===== config.mk =====
export PLATFORM = sky130hd
export DESIGN_NAME = imr_host_port
export DESIGN_NICKNAME = d
export VERILOG_FILES = /design/src/inc/imr_pkg.sv /design/src/logic/imr_host_port.sv
export SDC_FILE = /design/constraint.sdc
export NUM_CORES = 1
export LEC_CHECK = 0
export BUFFER_PORTS_ARGS = -buffer_cell sky130_fd_sc_hd__buf_2
export CORE_AREA = 4 4 122 124
export CTS_BUF_LIST = sky130_fd_sc_hd__clkbuf_16
export CTS_CLUSTER_DIAMETER = 80
export DETAILED_ROUTE_END_ITERATION = 6
export DIE_AREA = 0 0 126 128
export HOLD_SLACK_MARGIN = 0.12
export PLACE_DENSITY = 0.75
export SYNTH_ARGS = -nofsm -noshare
export SYNTH_HDL_FRONTEND = slang
export SYNTH_SLANG_ARGS = --single-unit

===== constraint.sdc =====
create_clock -name i_clk_sys -period 3.37 [get_ports i_clk_sys]
set_input_delay 0.337 -clock i_clk_sys [delete_from_list [all_inputs] [get_ports i_clk_sys]]
set_output_delay 0.337 -clock i_clk_sys [all_outputs]
set_load 0.03 [all_outputs]

===== src/inc/imr_pkg.sv =====
// Purpose: Constants and carriers for the indirect host port
// Assumes: 8-bit host data, 3-bit register address, 10-bit internal address
// Notes:   Offsets are the external register addresses
package imr_pkg;
  localparam logic [2:0] ADR_DATA_LOW   = 3'h0;
  localparam logic [2:0] ADR_DATA_MID   = 3'h1;
  localparam logic [2:0] ADR_DATA_HIGH  = 3'h2;
  localparam logic [2:0] ADR_CHAN_ENA   = 3'h3;
  localparam logic [2:0] ADR_START_METH = 3'h4;
  localparam logic [2:0] ADR_SOFT_START = 3'h5;
  localparam logic [2:0] ADR_POINTER    = 3'h6;
  localparam logic [2:0] ADR_ACCESS_CTL = 3'h7;
  // Access control fields
  localparam int ACC_AUTOINC = 7;
  localparam int ACC_INSTR_HI = 5;
  localparam int ACC_INSTR_LO = 2;
  // Channel enable/status fields
  localparam int CH_A_ENA = 0;
  localparam int CH_A_STA = 1;
  localparam int CH_B_ENA = 2;
  localparam int CH_B_STA = 3;
  // Start method fields
  localparam int SM_PIN_SYNC = 0;
  localparam int SM_EDGE     = 4;
  localparam int SM_FIRST    = 5;
  // Software start fields
  localparam int SS_SOFT = 0;
  localparam int SS_PN   = 4;
  localparam int SS_DC   = 5;
  localparam int SS_AGC  = 6;
  // Masks and widths
  localparam logic [7:0] MASK_HIGH  = 8'h3F;
  localparam logic [7:0] MASK_CHAN  = 8'h05;
  localparam logic [7:0] MASK_METH  = 8'h31;
  localparam logic [7:0] MASK_SOFT  = 8'h71;
  localparam logic [7:0] RST_BYTE   = 8'h00;
  localparam int WORD_W = 22;
  localparam int IADR_W = 10;
  localparam int HOLD_W = 16;
  localparam logic [HOLD_W-1:0] HOLD_ONE = 16'h0001;
  localparam logic [1:0] IRD_LAT = 2'h2;

  typedef struct packed {
    logic              wr;
    logic              rd;
    logic [IADR_W-1:0] addr;
    logic [WORD_W-1:0] wdata;
  } imr_iacc_s;

  typedef enum logic [1:0] {
    IMR_IDLE,
    IMR_BUSY,
    IMR_DONE
  } imr_state_e;
endpackage : imr_pkg


===== src/logic/imr_host_port.sv =====
// Purpose: Eight-bit host port reaching an internal space indirectly
// Assumes: Host strobes and mode pin pass three-flop synchronisers; internal space answers reads
// Notes:   Registers reach internal space through data windows
`timescale 1ns/100ps
`default_nettype none
module imr_host_port #(
  parameter logic [1:0] BOARD_POS = 2'h0
) (
  // Clock and reset
  input  wire logic                         i_clk_sys,
  input  wire logic                         i_rst_n,
  // Host pins
  input  wire logic                         i_cs_n,
  input  wire logic                         i_rd_n,
  input  wire logic                         i_wr_n,
  input  wire logic                         i_direction_strobe_convention,
  input  wire logic [2:0]                   i_addr,
  input  wire logic [7:0]                   i_data,
  output logic      [7:0]                   o_data,
  output logic                              o_data_oe_n,
  output logic                              o_ready,
  // Sync and timing
  input  wire logic                         i_sync_pin,
  input  wire logic                         i_clk_div_tick,
  input  wire logic [imr_pkg::HOLD_W-1:0]   i_holdoff,
  // Internal space
  output imr_pkg::imr_iacc_s                o_iacc,
  input  wire logic [imr_pkg::WORD_W-1:0]   i_irdata,
  // Channel side
  output logic                              o_chan_a_active,
  output logic                              o_chan_b_active,
  output logic                              o_sync,
  output logic [2:0]                        o_block_sync
);
  // Pin synchronisers, three stages
  logic [2:0] cs_s, rd_s, wr_s, sy_s;
  logic [2:0] mode_s;
  always_ff @(posedge i_clk_sys) begin
    if (!i_rst_n) begin
      cs_s <= 3'h7; rd_s <= 3'h7; wr_s <= 3'h7; sy_s <= 3'h0; mode_s <= 3'h0;
    end else begin
      cs_s <= {cs_s[1:0], i_cs_n};
      rd_s <= {rd_s[1:0], i_rd_n};
      wr_s <= {wr_s[1:0], i_wr_n};
      sy_s <= {sy_s[1:0], i_sync_pin};
      mode_s <= {mode_s[1:0], i_direction_strobe_convention};
    end
  end
  logic cs_r, rd_r, wr_r, sync_r, mode_r;
  always_ff @(posedge i_clk_sys) begin
    if (!i_rst_n) begin
      cs_r <= 1'b1; rd_r <= 1'b1; wr_r <= 1'b1; sync_r <= 1'b0; mode_r <= 1'b0;
    end else begin
      if (cs_s[1] == cs_s[2]) cs_r <= cs_s[2];
      if (rd_s[1] == rd_s[2]) rd_r <= rd_s[2];
      if (wr_s[1] == wr_s[2]) wr_r <= wr_s[2];
      // One-cycle sync pulses must pass
      sync_r <= sy_s[2];
      if (mode_s[1] == mode_s[2]) mode_r <= mode_s[2];
    end
  end

  logic rd_act, wr_act, acc_act, acc_prev_r;
  always_comb begin
    if (mode_r) begin
      rd_act = !cs_r && !rd_r && wr_r;
      wr_act = !cs_r && !rd_r && !wr_r;
    end else begin
      rd_act = !cs_r && !rd_r;
      wr_act = !cs_r && !wr_r;
    end
  end
  assign acc_act = rd_act || wr_act;
  logic acc_start;
  assign acc_start = acc_act && !acc_prev_r;
  always_ff @(posedge i_clk_sys) begin
    if (!i_rst_n) acc_prev_r <= 1'b0;
    else acc_prev_r <= acc_act;
  end

  // Registers
  logic [7:0] acc_ctl_r, pointer_r, chan_r, meth_r, soft_r;
  logic [7:0] win_low_r, win_mid_r, win_high_r;
  logic       low_rd_data_r;
  logic       sel_ok;
  logic [1:0] instr_id;
  always_comb begin
    instr_id = acc_ctl_r[imr_pkg::ACC_INSTR_LO +: 2];
    if (!acc_ctl_r[imr_pkg::ACC_INSTR_HI]) sel_ok = 1'b1;
    else if (acc_ctl_r[imr_pkg::ACC_INSTR_HI-1]) sel_ok = (instr_id == BOARD_POS);
    else sel_ok = (instr_id[0] == BOARD_POS[0]);
  end

  logic wr_evt, rd_evt;
  assign wr_evt = acc_start && wr_act;
  assign rd_evt = acc_start && rd_act;
  logic low_wr, low_rd, soft_go;
  // Low window write trigger, unselected ignored
  assign low_wr = wr_evt && (i_addr == imr_pkg::ADR_DATA_LOW) && sel_ok;
  assign low_rd = rd_evt && (i_addr == imr_pkg::ADR_DATA_LOW) && sel_ok;
  assign soft_go = wr_evt && (i_addr == imr_pkg::ADR_SOFT_START)
                   && i_data[imr_pkg::SS_SOFT];

  always_ff @(posedge i_clk_sys) begin
    if (!i_rst_n) begin
      acc_ctl_r <= imr_pkg::RST_BYTE;
      chan_r <= imr_pkg::RST_BYTE;
      meth_r <= imr_pkg::RST_BYTE;
      soft_r <= imr_pkg::RST_BYTE;
      win_mid_r <= imr_pkg::RST_BYTE;
      win_high_r <= imr_pkg::RST_BYTE;
    end else if (wr_evt) begin
      case (i_addr)
        imr_pkg::ADR_ACCESS_CTL: acc_ctl_r <= i_data;
        imr_pkg::ADR_CHAN_ENA:   chan_r <= i_data & imr_pkg::MASK_CHAN;
        imr_pkg::ADR_START_METH: meth_r <= i_data & imr_pkg::MASK_METH;
        imr_pkg::ADR_SOFT_START: soft_r <= i_data & imr_pkg::MASK_SOFT;
        imr_pkg::ADR_DATA_MID:   win_mid_r <= i_data;
        imr_pkg::ADR_DATA_HIGH:  win_high_r <= i_data & imr_pkg::MASK_HIGH;
        default: ;
      endcase
    end else if (low_rd_data_r) begin
      win_mid_r <= i_irdata[15:8];
      win_high_r <= {2'b00, i_irdata[imr_pkg::WORD_W-1:16]};
    end
  end

  always_ff @(posedge i_clk_sys) begin
    if (!i_rst_n) win_low_r <= imr_pkg::RST_BYTE;
    else if (wr_evt && i_addr == imr_pkg::ADR_DATA_LOW) win_low_r <= i_data;
    else if (low_rd_data_r) win_low_r <= i_irdata[7:0];
  end

  always_ff @(posedge i_clk_sys) begin
    if (!i_rst_n) pointer_r <= imr_pkg::RST_BYTE;
    else if (wr_evt && i_addr == imr_pkg::ADR_POINTER) pointer_r <= i_data;
    else if ((low_wr || low_rd) && acc_ctl_r[imr_pkg::ACC_AUTOINC])
      pointer_r <= pointer_r + 8'h01;
  end

  // Internal access state
  imr_pkg::imr_state_e st_r;
  logic [1:0] lat_r;
  always_ff @(posedge i_clk_sys) begin
    if (!i_rst_n) begin
      o_iacc <= '0;
      lat_r <= 2'h0;
      low_rd_data_r <= 1'b0;
      st_r <= imr_pkg::IMR_IDLE;
    end else begin
      o_iacc.wr <= 1'b0;
      o_iacc.rd <= 1'b0;
      low_rd_data_r <= 1'b0;
      case (st_r)
        imr_pkg::IMR_IDLE: begin
          if (acc_start) begin
            st_r <= imr_pkg::IMR_BUSY;
            lat_r <= imr_pkg::IRD_LAT;
            o_iacc.addr <= {acc_ctl_r[1:0], pointer_r};
            o_iacc.wdata <= {win_high_r[5:0], win_mid_r, i_data};
            o_iacc.wr <= low_wr;
            o_iacc.rd <= low_rd;
          end
        end
        imr_pkg::IMR_BUSY: begin
          lat_r <= lat_r - 2'h1;
          if (lat_r == 2'h1) begin
            st_r <= imr_pkg::IMR_DONE;
            low_rd_data_r <= (i_addr == imr_pkg::ADR_DATA_LOW) && rd_act && sel_ok;
          end
        end
        imr_pkg::IMR_DONE: if (!acc_act) st_r <= imr_pkg::IMR_IDLE;
        default: st_r <= imr_pkg::IMR_IDLE;
      endcase
    end
  end

  logic fetch_lag_r, ans_ok;
  always_ff @(posedge i_clk_sys) begin
    if (!i_rst_n) fetch_lag_r <= 1'b0;
    else fetch_lag_r <= low_rd_data_r;
  end
  assign ans_ok = (st_r == imr_pkg::IMR_DONE) && !low_rd_data_r && !fetch_lag_r;

  always_comb begin
    if (mode_r) o_ready = !(ans_ok && acc_act);
    else o_ready = !(acc_act && !ans_ok);
  end

  // Read data path, status bits, six-bit readback
  logic [7:0] rd_mux;
  always_comb begin
    case (i_addr)
      imr_pkg::ADR_DATA_LOW:   rd_mux = win_low_r;
      imr_pkg::ADR_DATA_MID:   rd_mux = win_mid_r;
      imr_pkg::ADR_DATA_HIGH:  rd_mux = win_high_r & imr_pkg::MASK_HIGH;
      imr_pkg::ADR_CHAN_ENA:   rd_mux = {4'h0, o_chan_b_active, chan_r[2],
                                         o_chan_a_active, chan_r[0]};
      imr_pkg::ADR_START_METH: rd_mux = meth_r;
      imr_pkg::ADR_SOFT_START: rd_mux = soft_r;
      imr_pkg::ADR_POINTER:    rd_mux = pointer_r;
      imr_pkg::ADR_ACCESS_CTL: rd_mux = acc_ctl_r;
      default:                 rd_mux = 8'h00;
    endcase
  end
  always_ff @(posedge i_clk_sys) begin
    if (!i_rst_n) begin
      o_data <= 8'h00;
      o_data_oe_n <= 1'b1;
    end else begin
      o_data <= rd_mux;
      o_data_oe_n <= !rd_act;
    end
  end

  logic sync_prev_r, pin_evt;
  always_ff @(posedge i_clk_sys) begin
    if (!i_rst_n) sync_prev_r <= 1'b0;
    else sync_prev_r <= sync_r;
  end
  assign pin_evt = meth_r[imr_pkg::SM_EDGE] ? (sync_r && !sync_prev_r) : sync_r;

  logic [imr_pkg::HOLD_W-1:0] hold_r;
  logic hold_run_r, soft_evt;
  always_ff @(posedge i_clk_sys) begin
    if (!i_rst_n) begin
      hold_r <= '0;
      hold_run_r <= 1'b0;
    end else if (soft_go) begin
      hold_r <= i_holdoff;
      hold_run_r <= 1'b1;
    end else if (hold_run_r && i_clk_div_tick) begin
      if (hold_r <= imr_pkg::HOLD_ONE) hold_run_r <= 1'b0;
      else hold_r <= hold_r - imr_pkg::HOLD_ONE;
    end
  end
  assign soft_evt = hold_run_r && i_clk_div_tick && (hold_r <= imr_pkg::HOLD_ONE);

  // Sync source select, first sync only, enables
  logic sync_evt, any_act;
  assign sync_evt = meth_r[imr_pkg::SM_PIN_SYNC] ? pin_evt : soft_evt;
  assign any_act = o_chan_a_active || o_chan_b_active;
  always_ff @(posedge i_clk_sys) begin
    if (!i_rst_n) begin
      o_chan_a_active <= 1'b0;
      o_chan_b_active <= 1'b0;
      o_sync <= 1'b0;
      o_block_sync <= 3'h0;
    end else begin
      o_sync <= sync_evt && !(meth_r[imr_pkg::SM_FIRST] && any_act);
      o_block_sync <= {3{sync_evt && !(meth_r[imr_pkg::SM_FIRST] && any_act)}}
                      & {soft_r[imr_pkg::SS_AGC], soft_r[imr_pkg::SS_DC],
                         soft_r[imr_pkg::SS_PN]};
      if (sync_evt && chan_r[imr_pkg::CH_A_ENA]) o_chan_a_active <= 1'b1;
      if (sync_evt && chan_r[imr_pkg::CH_B_ENA]) o_chan_b_active <= 1'b1;
    end
  end

  // Assertions
  a_autoinc_step: assert property (@(posedge i_clk_sys) disable iff (!i_rst_n)
    (low_wr && acc_ctl_r[7] && !(wr_evt && i_addr == 3'h6)) |=> pointer_r == $past(pointer_r) + 8'h01)
    else $error("pointer did not advance");
  a_high_six: assert property (@(posedge i_clk_sys) disable iff (!i_rst_n)
    win_high_r[7:6] == 2'b00) else $error("upper window kept top bits");
  a_ignore_unsel: assert property (@(posedge i_clk_sys) disable iff (!i_rst_n)
    (acc_start && !sel_ok) |=> !o_iacc.wr && !o_iacc.rd) else $error("unselected access ran");
  a_low_write: assert property (@(posedge i_clk_sys) disable iff (!i_rst_n)
    low_wr |=> o_iacc.wr && o_iacc.wdata[7:0] == $past(i_data)) else $error("write not issued");
  a_ready_low: assert property (@(posedge i_clk_sys) disable iff (!i_rst_n)
    (!mode_r && acc_start) |-> !o_ready) else $error("ready not low at start");
  a_ack_done: assert property (@(posedge i_clk_sys) disable iff (!i_rst_n)
    (mode_r && acc_act && st_r != imr_pkg::IMR_DONE) |-> o_ready) else $error("early ack");
  a_status_bit: assert property (@(posedge i_clk_sys) disable iff (!i_rst_n)
    (i_addr == 3'h3) |-> rd_mux[1] == o_chan_a_active && rd_mux[3] == o_chan_b_active)
    else $error("status bit wrong");
  a_first_only: assert property (@(posedge i_clk_sys) disable iff (!i_rst_n)
    (sync_evt && meth_r[5] && any_act) |=> !o_sync) else $error("resync not ignored");
endmodule : imr_host_port
`default_nettype wire


==> flow_metrics.py <==
metrics = {
    "run_status": {
        "status": "finished clean",
    },
    "clock_network": {
        "root_buffer": "clkbuf_16",
        "post_cts_buffers": 0,
        "htreeDepth": 4,
        "numCtsBuffers": 17,
        "ctsHoldBuffers": 3,
        "clk_latency_ns": 0.42,
        "cts_tree": "done",
        "clk_pin_slew_ns": 0.06,
        "cts_sinks": 141,
        "cts.repair.resized": 0,
        "cts_buffer_depth": 2,
    },
    "critical_path": {
        "path_max_fanout": 29,
        "crit_required_ns": 3.70,
        "arrival_ns": 2.91,
        "cp-end-kind": "flip-flop",
        "critPathKind": "flip-flop to flip-flop",
        "start_kind": "flip-flop",
    },
    "yosys": {
        "synthCells": 662,
        "yosysTopAreaCell": "dfxtp_1",
        "ys_warn_count": 0,
        "ys_async_sr_fraction": 0,
        "yosys_most_used_dff": "dfxtp_1",
        "synth_cell_types": 56,
        "synth_seq_cells": 141,
        "synth_top_cell_area_share": 0.466,
        "synth-edff-count": 0,
        "yosys-top-cells-count": "dfxtp_1, nand2_1, clkbuf_1",
        "yosys-top-cells-area": "dfxtp_1, nand2_1, mux2i_1",
        "syn-cell-area_um2": 6060,
        "seq_area_frac_synth": 0.466,
        "syn_nets": 723,
        "avgSynthCellArea_um2": 9.15,
        "synth.most_common_cell": "dfxtp_1",
    },
    "final_layout": {
        "final_area_um2": 7340,
        "fin_nets": 816,
        "finalNonFillerCells": 946,
        "area_growth_pct": 21.1,
        "final_util": 0.533,
        "drive_gt1_frac": 0.209,
        "diodes": 0,
    },
    "detailed_routing": {
        "finalWirelength_um": 15600,
        "vias_per_cell": 5.39,
        "drtAntennaViolNets": 0,
        "dr.pass1.iters": 5,
        "route.detailed.drc": 0,
        "drt_iter0_markers": 483,
        "wl_per_cell_um": 16.5,
        "vias": 5096,
    },
    "sta": {
        "skew_ns": 0.00885,
        "worstMarginPinSlew_ns": 0.757,
        "slew_headroom": 0.493,
        "max_freq_ghz": 0.388,
        "layout_setup_ws_ns": 0.790,
        "setup_tns_ns": 0,
        "rsz0062_at_grt": "no",
        "period_needed_ns": 2.58,
        "drv_slew": 0,
        "setup_violations": 0,
        "hold_viol_final": 0,
        "min_period_over_period": 0.766,
        "hold_ws_ns": 0.142,
    },
    "place": {
        "place_ws_ns": 0.855,
        "hpwl_um": 10600,
        "portBuffers": 106,
        "place_congestion": 0.846,
        "place_area_um2": 6720,
        "dp_cells": 913,
    },
    "die": {
        "start_util": 0.440,
        "rows": 43,
        "io_pins": 107,
        "coreArea_um2": 13800,
        "die_area_um2": 16100,
        "fp.dieH_um": 128,
        "die_w_um": 126,
    },
    "power": {
        "irDropWorstVdd_v": 0.000348,
        "p_int_mw": 2.94,
        "p_per_area_nw_per_um2": 502,
        "p_sw_mw": 0.745,
        "p_clk_frac": 0.507,
        "netSwitchingFraction": 0.202,
        "power_frac_seq": 0.456,
        "power_leakage_nw": 3.12,
        "fin_total_pwr_mw": 3.69,
        "comb_power_share": 0.037,
    },
    "worst_hold_path": {
        "hp-class": "input pin to flip-flop",
    },
    "grt": {
        "grt_pass1_vias": 4843,
        "grt_pass1_wl_um": 25000,
        "grt_max_degree": 65,
        "grt_overflow_total": 0,
        "grt_usage": 0.194,
        "antenna_found_initial": 0,
    },
    "flow_run": {
        "drv_cap": 0,
    },
}
## per-layer routing
layer  GRT usage  wire, µm  vias up
met3      0.0546      1170       17
li1            -         -     2519
met2       0.289      6710      200
met1       0.274      7510     2360
met5           0         0        -
met4      0.0593       188        0
## sequential cells by signal, summed over array words and instances (netlist names), 4 cells and up
signal and cells:
o_iacc 34, hold_r 16, acc_ctl_r 8, o_data 8, pointer_r 8, win_low_r 8
win_mid_r 8, win_high_r 6, soft_r 4
## power groups by stage
stage,registers [mW],clock network [mW],logic (mW)
4_1_cts,1.68,1.90,0.137
2_1_floorplan,1.72,0,0.0665
3_3_place_gp,1.72,0,0.134
5_1_grt,1.68,1.98,0.150
3_5_place_dp,1.72,0,0.134
6_report,1.68,1.87,0.137
## kinds of logic after synthesis
| family | after synthesis | synth area share |
|---|---|---|
| simple gates | 237 | 0.199 |
| compound gates | 172 | 0.197 |
| flops | 141 | 0.466 |
| buf+inv | 52 | 0.0326 |
| mux | 41 | 0.0752 |
| xor+xnor | 15 | 0.0217 |
| fa+ha+maj | 4 | 0.00826 |
## cell type report
cell class,count,area [µm²]
sequential,141,2820
clock buffer,17,425
inverter,9,33.8
multi-input combinational,469,3050
tap,180,225
fill,1292,6440
timing repair buffer,117,623
clock inverter,13,159
## final timing paths
check | from | to | slack [ns] | depth (start not counted)
setup / recovery | rd_r | hold_r[12] | 0.79 | 6
hold / removal | i_direction_strobe_convention | mode_s[0] | 0.14 | 2
setup reg to reg | rd_r | hold_r[12] | 0.79 | 6
hold reg to reg | rd_s[0] | rd_s[1] | 0.42 | 1
## placed cells by master, fill, tap and decap left out, types with 3 or more instances in the layout
cell type / instances
dfxtp_1: 141
buf_2: 105
nand2_1: 104
o21ai_0: 37
a21boi_0: 36
a21oi_1: 36
mux2i_1: 32
o211a_1: 23
nor2b_1: 21
and2_1: 21
nand3_1: 18
clkbuf_16: 17
nor2_1: 16
xnor2_1: 15
nand2b_1: 15
inv_1: 12
buf_4: 9
or3_1: 7
nor3_1: 7
or4_1: 6
a31oi_1: 6
mux2_2: 5
a221oi_1: 5
o31ai_1: 4
o21a_1: 4
ha_1: 4
bufinv_16: 4
clkinv_2: 4
a2111oi_2: 3
nand4_1: 3
mux4_2: 3
and3_1: 3
dlygate4sd3_1: 3
## worst max-delay path, stage by stage, from the launching register on
cell and delay, ns:
dfxtp_1 0.36, a2111o_1 0.70, nor3_2 0.23, buf_4 0.20
nand2_1 0.45, and4_1 0.39, nor3_1 0.16
Note: power is estimated with default switching activity, not from simulation.
